**config.mk**
```make
export PLATFORM = sky130hd
export DESIGN_NAME = ccc_channel_clock_output_config
export DESIGN_NICKNAME = d
export VERILOG_FILES = /design/src/ccc_pkg.sv /design/src/ccc_channel_clock_output_config.sv
export SDC_FILE = /design/constraint.sdc
export NUM_CORES = 1
export LEC_CHECK = 0
export ABC_AREA = 0
export BUFFER_PORTS_ARGS = -buffer_cell sky130_fd_sc_hd__buf_2
export CAP_MARGIN = 10
export CORE_UTILIZATION = 49
export DETAILED_ROUTE_END_ITERATION = 16
export GPL_TIMING_DRIVEN = 0
export PLACE_DENSITY = 0.73
export SETUP_SLACK_MARGIN = 0.3
export SYNTH_ARGS = -nofsm -noshare
export SYNTH_HDL_FRONTEND = slang
export SYNTH_SLANG_ARGS = --single-unit
```
**constraint.sdc**
```tcl
create_clock -name mclk_i -period 6.85 [get_ports mclk_i]
set_input_delay 0 -clock mclk_i [delete_from_list [all_inputs] [get_ports mclk_i]]
set_output_delay 0 -clock mclk_i [all_outputs]
set_load 0.02 [all_outputs]
```
**src/ccc_pkg.sv**
```systemverilog
/*
  Package for the channel clock output configuration block: register
  offsets, field positions, reset values and the shared structs.
  Assumes an 8-bit register map reached through the serial port front end.
*/
package ccc_pkg;

  localparam int NUM_CH  = 4;
  localparam int NUM_OUT = 8;

  // Channel register offsets, channel stride is 0x10
  localparam logic [7:0] OFS_DIV_BASE   = 8'h20;
  localparam logic [7:0] OFS_DLY_BASE   = 8'h21;
  localparam logic [7:0] OFS_CPD_BASE   = 8'h22;
  localparam logic [7:0] OFS_CH_STRIDE  = 8'h10;
  localparam logic [7:0] OFS_OUT_ENABLE = 8'h74;

  // Output settings register offsets, order A0 A1 A2 B0 B1 C0 C1 D
  localparam logic [NUM_OUT-1:0][7:0] OFS_OUT_SET = {
    8'h54, 8'h45, 8'h44, 8'h35, 8'h34, 8'h26, 8'h25, 8'h24};
  // Owning channel of each output
  localparam logic [NUM_OUT-1:0][1:0] OUT_CH = {
    2'h3, 2'h2, 2'h2, 2'h1, 2'h1, 2'h0, 2'h0, 2'h0};
  // Writable bits of each output settings byte (A1 and B1 share with A0/B0)
  localparam logic [NUM_OUT-1:0][7:0] OUT_SET_MASK = {
    8'h9C, 8'h9C, 8'h9C, 8'h80, 8'h9C, 8'h9C, 8'h80, 8'h9C};
  // Output whose format and swing an output actually uses
  localparam logic [NUM_OUT-1:0][2:0] OUT_SHARE_SRC = {
    3'h7, 3'h6, 3'h5, 3'h3, 3'h3, 3'h2, 3'h0, 3'h0};

  // Field positions
  localparam int DIV_LSB   = 0;
  localparam int CPD_BIT   = 7;
  localparam int OPD_BIT   = 7;
  localparam int STYLE_BIT = 4;
  localparam int SWING_LSB = 2;
  localparam logic [7:0] DIV_MASK = 8'h0F;
  localparam logic [7:0] CPD_MASK = 8'h80;

  // Reset values
  localparam logic [3:0] DIV_RST_BYPASS = 4'h0;
  localparam logic [2:0] DIV_RST_MID_HI = 3'h1;
  localparam logic [7:0] DLY_RST        = 8'h00;
  localparam logic [7:0] OUT_SET_RST    = 8'h04;
  localparam logic [7:0] EN_RST         = 8'hFF;
  localparam logic [7:0] RD_UNMAPPED    = 8'h00;

  // Swing codes and levels in mV
  localparam logic [1:0] SWING_350  = 2'h0;
  localparam logic [1:0] SWING_750  = 2'h1;
  localparam logic [9:0] MV_350     = 10'h15E;
  localparam logic [9:0] MV_750     = 10'h2EE;
  localparam logic [9:0] MV_1000    = 10'h3E8;
  localparam logic [9:0] MV_NONE    = 10'h000;

  typedef struct packed {
    logic       power_down;
    logic       lvpecl;
    logic [1:0] swing_code;
    logic [9:0] swing_mv;
    logic       swing_reserved;
  } ccc_out_cfg_s;

  typedef struct packed {
    logic [NUM_CH-1:0][3:0]  div;
    logic [NUM_CH-1:0][7:0]  dly;
    logic [NUM_CH-1:0]       cpd;
    logic [NUM_OUT-1:0][7:0] oset;
    logic [7:0]              en;
    logic [NUM_CH-1:0][7:0]  wait_cnt;
    logic [NUM_CH-1:0]       running;
    logic [NUM_CH-1:0][4:0]  cnt;
    logic [NUM_OUT-1:0]      clk_out;
    logic [7:0]              rdata;
  } ccc_state_s;

endpackage : ccc_pkg

```
**src/ccc_channel_clock_output_config.sv**
```systemverilog
/*
  Channel clock output configuration: register file for the four channels
  and eight clock outputs, channel dividers with phase delay, output gating.
  Assumes a serial port front end that presents byte writes and reads on a
  plain address/strobe port synchronous to mclk_i, and that the input clock
  being distributed is mclk_i itself. Channel clocks are shown as one-cycle
  ticks, one per divided period.
*/
`timescale 1ns/1ps
`default_nettype none

module ccc_channel_clock_output_config
  import ccc_pkg::*;
(
  input  wire logic                   mclk_i,
  input  wire logic                   reset_i,
  input  wire logic                   mid_channel_divider_strap_i,
  input  wire logic                   reg_wr_i,
  input  wire logic                   reg_rd_i,
  input  wire logic [7:0]             reg_addr_i,
  input  wire logic [7:0]             reg_wdata_i,
  output logic      [7:0]             reg_rdata_o,
  output logic      [NUM_CH-1:0]      channel_power_down_o,
  output logic      [NUM_CH-1:0]      channel_tick_o,
  output logic      [NUM_OUT-1:0]     clock_output_o,
  output ccc_out_cfg_s [NUM_OUT-1:0]  out_cfg_o
);

  ccc_state_s s_q;
  ccc_state_s s_d;

  // Divide ratio for a select code; unused codes fall back to bypass
  function automatic logic [4:0] div_ratio(input logic [3:0] code);
    logic [4:0] r;
    r = 5'd1;
    case (code)
      4'h1:    r = 5'd2;
      4'h2:    r = 5'd3;
      4'h3:    r = 5'd4;
      4'h4:    r = 5'd6;
      4'h5:    r = 5'd8;
      4'h6:    r = 5'd12;
      4'h7:    r = 5'd16;
      4'h8:    r = 5'd24;
      default: r = 5'd1;
    endcase
    return r;
  endfunction : div_ratio

  logic [NUM_CH-1:0]  ch_restart;
  logic [NUM_CH-1:0]  ch_tick;
  logic [NUM_CH-1:0]  wr_div;
  logic [NUM_CH-1:0]  wr_dly;
  logic [NUM_CH-1:0]  wr_cpd;
  logic [NUM_OUT-1:0] wr_oset;
  logic [NUM_OUT-1:0] out_pass;
  logic [7:0]         rd_mux;

  // Address decode per channel and per output
  genvar g;
  generate
    for (g = 0; g < NUM_CH; g++) begin : g_ch_dec
      localparam logic [7:0] CH_OFS = 8'(g * OFS_CH_STRIDE);
      assign wr_div[g] = reg_wr_i && (reg_addr_i == OFS_DIV_BASE + CH_OFS);
      assign wr_dly[g] = reg_wr_i && (reg_addr_i == OFS_DLY_BASE + CH_OFS);
      assign wr_cpd[g] = reg_wr_i && (reg_addr_i == OFS_CPD_BASE + CH_OFS);
      // A new divide or delay setting restarts the channel phase
      assign ch_restart[g] = wr_div[g] || wr_dly[g] || s_q.cpd[g];
      assign ch_tick[g]    = s_q.running[g] && (s_q.cnt[g] == 5'd0)
                             && !s_q.cpd[g];
    end
    for (g = 0; g < NUM_OUT; g++) begin : g_out
      localparam int SRC = int'(OUT_SHARE_SRC[g]);
      logic [1:0] sw;
      logic       pecl;
      assign wr_oset[g] = reg_wr_i && (reg_addr_i == OFS_OUT_SET[g]);
      assign sw   = s_q.oset[SRC][SWING_LSB +: 2];
      assign pecl = s_q.oset[SRC][STYLE_BIT];
      assign out_pass[g] = ch_tick[OUT_CH[g]]
                           && !s_q.oset[g][OPD_BIT]
                           && s_q.en[NUM_OUT-1-g];
      always_comb begin
        out_cfg_o[g].power_down     = s_q.oset[g][OPD_BIT]
                                      || s_q.cpd[OUT_CH[g]];
        out_cfg_o[g].lvpecl         = pecl;
        out_cfg_o[g].swing_code     = sw;
        out_cfg_o[g].swing_reserved = 1'b0;
        case (sw)
          SWING_350: out_cfg_o[g].swing_mv = MV_350;
          SWING_750: out_cfg_o[g].swing_mv = MV_750;
          default: begin
            if (pecl) begin
              out_cfg_o[g].swing_mv = MV_1000;
            end else begin
              out_cfg_o[g].swing_mv       = MV_NONE;
              out_cfg_o[g].swing_reserved = 1'b1;
            end
          end
        endcase
      end
    end
  endgenerate

  // Read mux; anything unmapped or reserved reads as zero
  always_comb begin
    rd_mux = RD_UNMAPPED;
    for (int c = 0; c < NUM_CH; c++) begin
      if (reg_addr_i == OFS_DIV_BASE + 8'(c * OFS_CH_STRIDE)) begin
        rd_mux = {4'h0, s_q.div[c]};
      end
      if (reg_addr_i == OFS_DLY_BASE + 8'(c * OFS_CH_STRIDE)) begin
        rd_mux = s_q.dly[c];
      end
      if (reg_addr_i == OFS_CPD_BASE + 8'(c * OFS_CH_STRIDE)) begin
        rd_mux = {s_q.cpd[c], 7'h00};
      end
    end
    for (int o = 0; o < NUM_OUT; o++) begin
      if (reg_addr_i == OFS_OUT_SET[o]) begin
        rd_mux = s_q.oset[o];
      end
    end
    if (reg_addr_i == OFS_OUT_ENABLE) begin
      rd_mux = s_q.en;
    end
  end

  always_comb begin
    s_d = s_q;
    s_d.rdata = reg_rd_i ? rd_mux : s_q.rdata;
    for (int c = 0; c < NUM_CH; c++) begin
      if (wr_div[c]) begin
        s_d.div[c] = reg_wdata_i[DIV_LSB +: 4];
      end
      if (wr_dly[c]) begin
        s_d.dly[c] = reg_wdata_i;
      end
      if (wr_cpd[c]) begin
        s_d.cpd[c] = reg_wdata_i[CPD_BIT];
      end
      // Phase delay counts input periods before the divider starts
      if (ch_restart[c]) begin
        s_d.wait_cnt[c] = wr_dly[c] ? reg_wdata_i : s_q.dly[c];
        s_d.running[c]  = 1'b0;
        s_d.cnt[c]      = 5'd0;
      end else if (!s_q.running[c]) begin
        if (s_q.wait_cnt[c] == 8'h00) begin
          s_d.running[c] = 1'b1;
        end else begin
          s_d.wait_cnt[c] = s_q.wait_cnt[c] - 8'h01;
        end
      end else if (s_q.cnt[c] == div_ratio(s_q.div[c]) - 5'd1) begin
        s_d.cnt[c] = 5'd0;
      end else begin
        s_d.cnt[c] = s_q.cnt[c] + 5'd1;
      end
    end
    for (int o = 0; o < NUM_OUT; o++) begin
      if (wr_oset[o]) begin
        s_d.oset[o] = reg_wdata_i & OUT_SET_MASK[o];
      end
    end
    if (reg_wr_i && (reg_addr_i == OFS_OUT_ENABLE)) begin
      s_d.en = reg_wdata_i;
    end
    s_d.clk_out = out_pass;
  end

  always_ff @(posedge mclk_i) begin
    if (reset_i) begin
      s_q <= '0;
      s_q.div[0] <= DIV_RST_BYPASS;
      s_q.div[1] <= {DIV_RST_MID_HI, mid_channel_divider_strap_i};
      s_q.div[2] <= {DIV_RST_MID_HI, mid_channel_divider_strap_i};
      s_q.div[3] <= DIV_RST_BYPASS;
      for (int c = 0; c < NUM_CH; c++) begin
        s_q.dly[c]      <= DLY_RST;
        s_q.wait_cnt[c] <= DLY_RST;
      end
      s_q.cpd <= '0;
      for (int o = 0; o < NUM_OUT; o++) begin
        s_q.oset[o] <= OUT_SET_RST & OUT_SET_MASK[o];
      end
      s_q.en <= EN_RST;
    end else begin
      s_q <= s_d;
    end
  end

  assign reg_rdata_o          = s_q.rdata;
  assign channel_power_down_o = s_q.cpd;
  assign channel_tick_o       = ch_tick;
  assign clock_output_o       = s_q.clk_out;

endmodule : ccc_channel_clock_output_config

`default_nettype wire

```
* Word level (Yosys, flattened, before mapping) *
Memories as Yosys holds them, arrays and structs flattened. A register that Yosys moved wholly into a read port is not among the register bits.
Index checks and enable logic that the tools add are counted.

word-level totals
  register bits = 158
  memory bits (read-only) = 320
  input port bits = 21
  output and inout port bits = 144
  word-level logic and storage cells = 310
  memories kept = 4

memory list
  name              depth  width  rd ports  clocked after memory_dff  write ports  RTL line                               text
  (name not given)  16     5      1         1                         0            ccc_channel_clock_output_config.sv:36  case (code)
  (name not given)  16     5      1         0                         0            ccc_channel_clock_output_config.sv:36
  (name not given)  16     5      1         0                         0            ccc_channel_clock_output_config.sv:36
  (name not given)  16     5      1         1                         0            ccc_channel_clock_output_config.sv:36

cells by class
  add/sub/neg operators = 12
  eq/ne operators = 39
  muxes and demuxes = 115
  reductions and logical operators = 103

operators by type and width
  kind                                               number
  2-to-1 mux 8 bit                                   46
  2-to-1 mux 189 bit                                 1
  case mux 10 bit (2 select lines)                   6
  2-to-1 mux 5 bit                                   20
  == test 8 x 6 -> 1 bit (second input constant)     11
  == test 8 x 7 -> 1 bit (second input constant)     10
  2-to-1 mux 10 bit                                  6
  logical AND 1 bit                                  45
  zero test 8 bit                                    4
  subtractor 8 x 1 -> 8 bit (second input constant)  4
  2-to-1 mux 1 bit                                   29
  2-to-1 mux 4 bit                                   7
  adder 5 x 1 -> 5 bit (second input constant)       4
  == test 5 bit                                      4
  zero test 5 bit                                    4
  OR reduction 2 bit                                 10
  subtractor 5 x 1 -> 5 bit (second input constant)  4
  logical OR 1 bit                                   16
  == test 2 x 1 -> 1 bit (second input constant)     6
  zero test 1 bit                                    12
  zero test 2 bit                                    6
  != test 2 x 1 -> 1 bit (second input constant)     4
  != test 2 bit (second input constant)              4
  AND reduction 2 bit                                4
  nonzero test 2 bit                                 2

* Longest topological paths before layout *
Gate-level depths: netlist (run 1).

  word-level depth = 24
  mapped depth = 11
  gate-level depth less buffers = 11

* Least setup slack after synthesis (run 1) *
No wires, ideal clock.

  path kind = register to register
  start = register s_q[188] (netlist name)
  end = register s_q[26] (netlist name)
  setup time = 133 ps
  arrival time = 2266 ps
  data required time = 6717 ps
  path slack = 4451 ps
  cell stages (with the launch flop) = 10
  path buffers = 0
  period minus slack after synthesis = 2399 ps
  cell sequence = edfxtp_1 > inv_1 > ha_1 > nand2b_1 > a21o_1 > ha_1 > xor2_1 > or4_1 > a211oi_2 > nor4_1

on the way
  cells in the longest elaborated chain, start to end = 6

ends and longest elaborated chain
  element                    RTL line                                text
  from (decl)                ccc_channel_clock_output_config.sv:29   ccc_state_s s_q;
  memory read (16 x 5 bit)   n/a
  2-to-1 mux 5 bit           ccc_channel_clock_output_config.sv:146  end else if (!s_q.running[c]) begin
  2-to-1 mux 5 bit           ccc_channel_clock_output_config.sv:142  if (ch_restart[c]) begin
  subtractor 5 x 1 -> 5 bit  ccc_channel_clock_output_config.sv:152  end else if (s_q.cnt[c] == div_ratio(s_q.div[c]) - 5'd1) begin
  == test 5 bit              ccc_channel_clock_output_config.sv:152
  2-to-1 mux 5 bit           ccc_channel_clock_output_config.sv:152

No other way between the ends. The select of a mux whose other input is x is not followed.
A chain may end at the register's enable or synchronous reset.

* Final worst setup path (run 1) *
  start = register s_q[184] (netlist name)
  end = register s_q[24] (netlist name)

The elaborated chain is that of the path after synthesis.

==> reports/summary.txt, run 1 <==
Worst EP required = 7.16 ns
Ports = 165
min-delay src = reg_wdata_i[0]
Post-CTS Resized = 0
layout net count = 1455
vias in the first global route = 8577
status = finished with violations
Die ar. = 0.0209 mm²
reg2reg end = s_q[24]$_SDFFE_PP0P_
DRC errors left = 0
Mapped Area = 0.00996 mm²
Yosys top cell area share = 33.4%
GRT overflow = 0
switching share of total power = 34.5%
syn avg cell area = 8.17 µm²
antenna violations before repair = 0
reg2reg setup slack = 4.08 ns
actual slew at the worst max-slew pin = 1.47 ns
worst r2r path cells = 11
top cells by area, synth = dfxtp_1 (33%), buf_4 (7.3%), mux2i_1 (5.4%)
Final Setup Violations = 0
share of power burned in registers = 37.8%
Routed WL = 31.6 mm
post-layout min period = 2.77 ns
internal power = 2.08 mW
area leader, netlist = dfxtp_1
Horiz. Die Dim = 145 µm
# diodes = 0
DRT iter0 DRCs = 796
chip height = 145 µm
Fillers = 1814
sequential share of the synthesized area = 34.0%
most common cell in the netlist = dfxtp_1
clk_lat worst skew = 0.44 ns
crit-path cells = inv_1 > ha_1 > mux2_2 > nand2_1 > ha_1 > nand2_1 > o211ai_1 > a22oi_1 > xor2_1 > nor3b_1 > nor3_1
CTS H-tree depth = 4
Slew Limit Fails = 0
Final ANT Viol Nets = 0
clock slew at reported path FFs = 0.07 ns
R2R Path Start = s_q[184]$_DFFE_PP_
RSZ-0062 raised after global routing = no
Tot GR Track Use = 30.9%
Peak VDD IR = 0.234 mV
static leakage = 5.14 nW
setup TNS = 0 ns
Initial Utilization = 50.5%
post-detail-place hpwl = 23.9 mm
Buf+Inv Stages, Crit Path = 1
Clock Tree Root = clkbuf_16
CTS Buf Count = 17
Hold Slack = 0.0711 ns
crit path launch type = flip-flop
Max stage delay on crit path = 0.53 ns
GPL Wtd Cong = 0.994
CORE AREA = 0.0197 mm²
Area Growth Syn to Fin = 17.9%
Vias = 9555
HP Class = in2reg
Switch Pwr = 1.09 mW
gate count after technology mapping = 1220
Seq cells post-synth = 168
# rows = 51
Clock power frac = 30.9%
Max Clk Rate = 361 MHz
TritonCTS Sinks = 168
crit end category = flip-flop
library cells used by synthesis = 80
PortBufs = 151
max cap viols = 1
CTS tree = yes
Post-synth EDFFs = 2
global-route wire length before repair = 47.7 mm
Final Hold Fails = 0
combinational fraction of design power = 31.3%
Post-synth top cells = dfxtp_1 (166), nor2_1 (125), nand2_1 (108)
pin count of the biggest net entering global routing = 17
failing checks = max-capacitance violations
Critical-path top delay cell = edfxtp_1
PwrDens = 270 mW/mm²
Clock Path Buffers = 2
final worst path period share = 40.4%
Min-Delay Endpoint = s_q[72]$_SDFFE_PP1P_
DR vias/cell = 5.68
Pre-Repair DR Iteration Count = 6
share of cells above drive strength 1 = 23.5%
Slew headroom = 0.792%
yosys warns = 0
top_reg_cell synth = dfxtp_1
CP arrival = 3.08 ns
DR WL/cell = 18.8 µm
worst hold path stage count = 3
clk_skew = 0.0128 ns
critical path fanouts, max = 7
asr flop ratio synth = 0%
Setup CP Type = reg2reg
CP delay by family, top = simple AND/OR/NAND/NOR gates
[worst max-delay path by stage]
stage | cells after the start | start | endpoint | slack (ns)
after global placement | 8 | reg_addr_i[1] | s_q[61]$_SDFFE_PP0P_ | 4.10
after detailed placement | 8 | reg_addr_i[1] | s_q[61]$_SDFFE_PP0P_ | 4.04
after global routing | 11 | s_q[184]$_DFFE_PP_ | s_q[21]$_SDFFE_PP0P_ | 3.85
final | 11 | s_q[184]$_DFFE_PP_ | s_q[24]$_SDFFE_PP0P_ | 4.08
after floorplan | 9 | s_q[188]$_DFFE_PP_ | s_q[26]$_SDFFE_PP0P_ | 4.45
after CTS | 11 | s_q[184]$_DFFE_PP_ | s_q[21]$_SDFFE_PP0P_ | 4.12
[layer usage]
metal / track usage (%) / routed length [µm] / part of all wire [%] / vias to the layer above
li1: - / - / - / 4536
met1: 38.1 / 13300 / 42 / 4507
met2: 51.7 / 14900 / 47 / 431
met3: 4.93 / 2060 / 6.5 / 81
met4: 16.1 / 1410 / 4.5 / 0
met5: 0 / 0 / 0 / -
[final cells by class]
type	count	area (µm²)	share of cell area, %
Inverter	49	184	1.57
Buffer	167	1030	8.73
Timing Repair Buffer	158	826	7.03
Clock buffer	20	467	3.97
Clock inverter	12	133	1.13
Tap cell	265	332	2.82
Multi-Input combinational cell	843	5400	45.9
Sequential cell	168	3380	28.8
[power by group through the flow]
stage,Clock [mW],Sequential [mW],Combinational (mW)
global placement,0,1.21,0.953
floorplan,0,1.19,0.784
finish,0.978,1.20,0.993
CTS,0.984,1.20,0.986
detailed placement,0,1.22,0.977
global route,1.03,1.21,1.10
[cells in the final DEF, fill, tap and decap left out, drive strengths merged, types with 7 or more instances in the layout]
cell type / Yosys / routed
nand4: 11 / 11
a22oi: 7 / 7
nor3b: 12 / 12
a21oi: 57 / 57
and3: 7 / 7
xor2: 26 / 26
conb: 1 / 8
dlygate4sd3: 0 / 7
nor2: 131 / 131
dfxtp: 166 / 166
nand3b: 10 / 10
xnor2: 33 / 33
o21ai: 33 / 33
clkbuf: 49 / 69
or4b: 8 / 8
mux2i: 54 / 54
nor3: 39 / 39
nand2: 108 / 108
a211oi: 24 / 24
a31oi: 7 / 7
inv: 49 / 54
nand2b: 15 / 15
o211ai: 18 / 18
ha: 30 / 30
nand3: 60 / 60
or2: 11 / 11
a22o: 9 / 9
buf: 118 / 269
a21o: 15 / 15
nor2b: 8 / 8
nand4b: 7 / 7
nor4: 12 / 12
[registers in the layout (all words and copies together), names as in the netlist, named ones only]
signal,count
clock_output_o,8
out_cfg_o,18
reg_rdata_o,8
s_q,120
channel_power_down_o,4
[cell families (layout without fill, tap and decap cells)]
family                     after synthesis  count (layout)  share of synthesized area (%)
AOI/OAI and AO/OA                      226             226                           15.4
xor gates and xnor gates                59              59                           5.19
adders and majority gates               30              30                           3.77
buffers and inverters                  216             406                           12.1
DFF                                    168             168                           34.0
muxes                                   55              55                           5.54
other                                    1               8                         0.0376
and+or+nand+nor                        465             465                           23.9
[stage by stage]
stage	instance area (µm²)	util, %	instances	power (mW)	setup WS, ns
after CTS	11700	59.6	1682	3.17	4.12
after floorplan	9990	-	1227	1.98	4.45
final	11700	59.6	1682	3.17	4.08
after global routing	11700	59.6	1682	3.34	3.85
after detailed placement	11100	56.2	1643	2.19	4.04
after global placement	11100	56.2	1643	2.17	4.10
[worst register-to-register path, delay by kind of cell, from the launching register on]
kind	cells	cell delay (ns)
AO/OA/AOI/OAI	2	0.28
XOR/XNOR	1	0.16
adder cells (fa/ha/maj)	2	0.59
buffers and inverters	1	0.08
flip-flops	1	0.53
multiplexers	1	0.28
AND/OR/NAND/NOR	4	0.72
[what timing repair did]
| item | CTS | global route |
|---|---|---|
| endpoints found under the hold margin | 20 | 0 |
| setup endpoints to repair | 0 | 0 |
| hold buffers | 7 | 0 |
| setup buffers | 0 | 0 |
(Power assumes the default switching activity.)
==> run 2: changes to the inputs <==
PLACE_DENSITY = 0.76   (was 0.73)
clock period = 2.35 ns   (was 6.85 ns; I/O delays follow)
==> reports/summary.txt, run 2 (synthesized netlist as in run 1, its figures left out) <==
GPL Wtd Cong = 1.01
Ports = 165
critical path fanouts, max = 4
chip height = 145 µm
Peak VDD IR = 0.576 mV
Fillers = 1726
DR vias/cell = 5.72
post-detail-place hpwl = 23.3 mm
Die ar. = 0.0209 mm²
status = finished with violations
clk_lat worst skew = 0.45 ns
CORE AREA = 0.0197 mm²
pin count of the biggest net entering global routing = 18
Final Setup Violations = 5
fin worst setup slack = -0.165 ns
largest register by flop count = s_q
CTS tree = yes
Setup CP Type = reg2reg
Critical-path top delay cell = or4_4
DRT iter0 DRCs = 705
RSZ-0062 raised after global routing = yes
Slew Limit Fails = 0
DRC errors left = 0
Vias = 9702
actual slew at the worst max-slew pin = 0.862 ns
final non-filler cell total = 1696
most frequent cells in the layout = buf_2 (164), dfxtp_1 (162), nor2_1 (125)
CTS Buf Count = 17
Max stage delay on crit path = 0.51 ns
share of cells above drive strength 1 = 27.0%
antenna violations before repair = 0
failing checks = negative setup slack
R2R Path Start = s_q[188]$_DFFE_PP_
worst r2r path cells = 12
static leakage = 5.26 nW
Tot GR Track Use = 31.1%
Clock Tree Root = clkbuf_16
layout net count = 1469
reg2reg setup slack = -0.17 ns
CTS H-tree depth = 4
Routed WL = 31.8 mm
Pwr Total = 9.54 mW
Pre-Repair DR Iteration Count = 8
Hold Slack = 0.0314 ns
Final Hold Fails = 0
crit-path cells = inv_2 > ha_4 > nand2b_1 > a21o_1 > ha_2 > o211ai_1 > and3_1 > or4_4 > buf_4 > buf_6 > nand2_2 > o211ai_1
PortBufs = 151
final worst path period share = 107%
reg2reg end = s_q[27]$_SDFFE_PP0P_
max reg flops = 120
placed insts = 1643
HP Class = in2reg
max cap viols = 0
# rows = 51
min-delay src = reg_rd_i
Post-Place Worst Slack = -0.356 ns
clock slew at reported path FFs = 0.07 ns
vias in the first global route = 9012
Final ANT Viol Nets = 0
Initial Utilization = 50.5%
TritonCTS Sinks = 168
Slew headroom = 42.5%
Max Clk Rate = 398 MHz
worst hold path stage count = 3
PwrDens = 788 mW/mm²
area of the multi-input gates = 0.00562 mm²
crit end category = flip-flop
post-layout min period = 2.52 ns
Horiz. Die Dim = 145 µm
DR WL/cell = 18.8 µm
Reg area = 0.00339 mm²
GRT overflow = 0
Area Growth Syn to Fin = 21.6%
Min-Delay Endpoint = reg_rdata_o[0]$_SDFFE_PP0P_
clk_skew = 0.0121 ns
most common cell after layout, fill and taps aside = buf_2
CP arrival = 2.85 ns
global-route wire length before repair = 48.9 mm
Clock Path Buffers = 2
Worst EP required = 2.68 ns
crit path launch type = flip-flop
most used cell, CP = o211ai_1
post-layout util = 61.4%
# diodes = 0
## run 2: cell types whose count changed in the layout (fill, tap and decap cells not counted), moves of 4 or more
cell	change
buf_4	+14
clkbuf_1	-4
dfxtp_1	-4
ha_1	-5
nand2_1	-4
nor4_1	-4
nor4_2	+4
## run 2: worst max path at each step
stage,startpoint,end,slack [ns]
6_report,s_q[188]$_DFFE_PP_,s_q[27]$_SDFFE_PP0P_,-0.17
5_1_grt,s_q[188]$_DFFE_PP_,s_q[26]$_SDFFE_PP0P_,-0.29
4_1_cts,s_q[188]$_DFFE_PP_,s_q[30]$_SDFFE_PP0P_,-0.15
3_5_place_dp,reg_addr_i[1],s_q[49]$_SDFFE_PP0P_,-0.36
3_3_place_gp,reg_addr_i[1],s_q[57]$_SDFFE_PP0P_,-0.40
2_1_floorplan,s_q[188]$_DFFE_PP_,s_q[30]$_SDFFE_PP0P_,0.01
## run 2: critical path: cells and delay by family, from the launching register on
family | cells | cell delay, ns
simple gates | 4 | 0.83
buf+inv | 3 | 0.39
flops | 1 | 0.47
compound gates | 3 | 0.32
fa+ha+maj | 2 | 0.39
## run 2: repair_timing
| item | in CTS | in global routing |
|---|---|---|
| setup buffers | 10 | 3 |
| resized for setup | 25 | 23 |
| hold buffers | 8 | 0 |
| hold endpoints to repair | 19 | 0 |
| pin swaps | 13 | 6 |
| endpoints found under the setup margin | 54 | 45 |
## run 2: routing by layer
layer / global-route usage [%] / share of wire (%) / up-vias
met1: 36.8 / 40 / 4523
met3: 6.95 / 8.5 / 120
met5: 0 / 0 / -
li1: - / - / 4565
met4: 20.3 / 6.4 / 0
met2: 50.8 / 45 / 494
## run 2: cell type report
| type | instances | area share (%) |
|---|---|---|
| Buffer | 167 | 8.54 |
| Clock inverter | 15 | 1.49 |
| Clock buffer | 17 | 3.51 |
| Timing Repair Buffer | 172 | 7.83 |
| Tap cell | 265 | 2.74 |
| Multi-Input combinational cell | 843 | 46.4 |
| Sequential cell | 168 | 28.0 |
| Inverter | 49 | 1.52 |
## run 2: stage by stage
step / setup TNS (ns) / instance area [µm²]
3_3_place_gp: -16.01 / 11100
5_1_grt: -1.35 / 12100
6_report: -0.785 / 12100
4_1_cts: -0.709 / 12000
3_5_place_dp: -12.20 / 11100
2_1_floorplan: 0 / 10100
## run 2: report_power, final
group | internal [mW] | switching (mW) | total [mW]
registers | 3.21 | 0.301 | 3.51
logic | 1.43 | 1.70 | 3.13
clock network | 1.61 | 1.30 | 2.90
total | 6.25 | 3.29 | 9.54
==> run 3: changes to the inputs <==
CORE_MARGIN = 2   (was not set)
PLACE_DENSITY = 0.74   (was 0.76)
==> reports/summary.txt, run 3 (synthesized netlist as in run 1, its figures left out) <==
status = finished with violations
vias in the first global route = 8830
combinational fraction of design power = 32.7%
clk_lat worst skew = 0.44 ns
TritonCTS Sinks = 168
Clock Tree Root = clkbuf_16
critical path fanouts, max = 4
Slew headroom = 36.3%
clock slew at reported path FFs = 0.07 ns
clk_skew = 0.00599 ns
Switch Pwr = 3.24 mW
Area Growth Syn to Fin = 22.4%
Worst EP required = 2.65 ns
static leakage = 5.30 nW
crit end category = flip-flop
most common cell after layout, fill and taps aside = buf_2
share of power burned in registers = 36.3%
max cap viols = 0
layout net count = 1472
final worst path period share = 106%
pin count of the biggest net entering global routing = 17
DRC errors left = 0
worst r2r path cells = 10
Pre-Repair DR Iteration Count = 8
DR vias/cell = 5.72
actual slew at the worst max-slew pin = 0.954 ns
most frequent cells in the layout = buf_2 (165), dfxtp_1 (162), nor2_1 (124)
Ports = 165
antenna violations before repair = 0
Vias = 9737
Peak VDD IR = 0.627 mV
Setup CP Type = reg2reg
Slew Limit Fails = 0
Hold Slack = 0.0371 ns
Horiz. Die Dim = 147 µm
post-layout min period = 2.49 ns
CTS tree = yes
CORE AREA = 0.0201 mm²
Routed WL = 31.6 mm
failing checks = negative setup slack
DRT iter0 DRCs = 905
crit path launch type = flip-flop
chip height = 147 µm
Clock power frac = 31.0%
DR WL/cell = 18.5 µm
global-route wire length before repair = 48.6 mm
HP Class = in2reg
fin worst setup slack = -0.141 ns
Die ar. = 0.0215 mm²
post-detail-place hpwl = 23.4 mm
Clock Path Buffers = 2
max reg flops = 120
internal power = 6.43 mW
post-layout util = 60.7%
worst hold path stage count = 3
# rows = 52
CP arrival = 2.79 ns
PortBufs = 151
Initial Utilization = 49.6%
CTS Buf Count = 17
Tot GR Track Use = 28.7%
GRT overflow = 0
RSZ-0062 raised after global routing = yes
PwrDens = 793 mW/mm²
Final Setup Violations = 5
# diodes = 0
Final Hold Fails = 0
share of cells above drive strength 1 = 27.9%
switching share of total power = 33.5%
Fillers = 1750
largest register by flop count = s_q
CTS H-tree depth = 4
Final ANT Viol Nets = 0
Max Clk Rate = 401 MHz
reg2reg setup slack = -0.14 ns
GPL Wtd Cong = 1.04
==> run 3: cell count changes in the layout (fill, tap and decap cells not counted), moves of 2 or more <==
cell,previous run,this run
nor3_2,2,8
inv_4,2,0
nor3_1,34,29
nor3b_2,2,5
buf_4,111,114
nor3b_1,9,5
==> run 3: worst paths after layout <==
check	endpoint	from
setup / recovery	s_q[30]$_SDFFE_PP0P_	s_q[188]$_DFFE_PP_
hold / removal	reg_rdata_o[1]$_SDFFE_PP0P_	reg_rd_i
setup reg to reg	s_q[30]$_SDFFE_PP0P_	s_q[188]$_DFFE_PP_
hold reg to reg	s_q[168]$_SDFF_PP0_	s_q[168]$_SDFF_PP0_
==> run 3: timing repair <==
| action | 4_1_cts | 5_1_grt |
|---|---|---|
| setup buffers | 8 | 9 |
| gates resized for setup | 19 | 37 |
| hold buffers | 6 | 1 |
| setup endpoints to repair | 58 | 52 |
| endpoints found under the hold margin | 14 | 2 |
| pin swaps | 12 | 11 |
==> run 3: power by group through the flow <==
stage | registers [mW] | clock network, mW | logic [mW]
2_1_floorplan | 3.48 | 0 | 2.31
3_3_place_gp | 3.53 | 0 | 2.79
3_5_place_dp | 3.54 | 0 | 2.86
4_1_cts | 3.48 | 3.00 | 2.95
5_1_grt | 3.56 | 3.13 | 3.45
6_report | 3.51 | 3.00 | 3.16
==> run 3: cell type report <==
| cell class | count | area, µm² | share of cell area, % |
|---|---|---|---|
| Buffer | 167 | 1040 | 8.49 |
| Clock buffer | 20 | 468 | 3.84 |
| Clock inverter | 11 | 158 | 1.29 |
| Inverter | 49 | 184 | 1.51 |
| Multi-Input combinational cell | 843 | 5660 | 46.4 |
| Sequential cell | 168 | 3390 | 27.8 |
| Tap cell | 270 | 338 | 2.77 |
| Timing Repair Buffer | 175 | 966 | 7.92 |
==> run 3: critical path, stage by stage, from the launching register on <==
cell and delay [ns]:
edfxtp_1 0.47, inv_2 0.12, ha_4 0.16, nand3b_1 0.11, o21ai_2 0.10, ha_2 0.20, o211ai_1 0.10, and3_1 0.19
or4_4 0.51, a211oi_4 0.30, nor4_1 0.10
==> run 3: routing by layer <==
layer	track usage [%]	vias up	wire length [µm]
li1	-	4568	-
met1	36.3	4508	12900
met2	47.1	556	14600
met3	5.91	105	2650
met4	12.9	0	1450
met5	0	-	0
==> run 3: metrics by stage <==
stage	worst slack (ns)	instances	TNS, ns	power, mW	instance area (µm²)
2_1_floorplan	0.0126	1227	0	5.79	10100
3_3_place_gp	-0.351	1648	-13.27	6.32	11100
3_5_place_dp	-0.347	1648	-13.60	6.40	11100
4_1_cts	-0.165	1693	-0.625	9.43	12000
5_1_grt	-0.254	1703	-1.16	10.1	12200
6_report	-0.141	1703	-0.541	9.67	12200
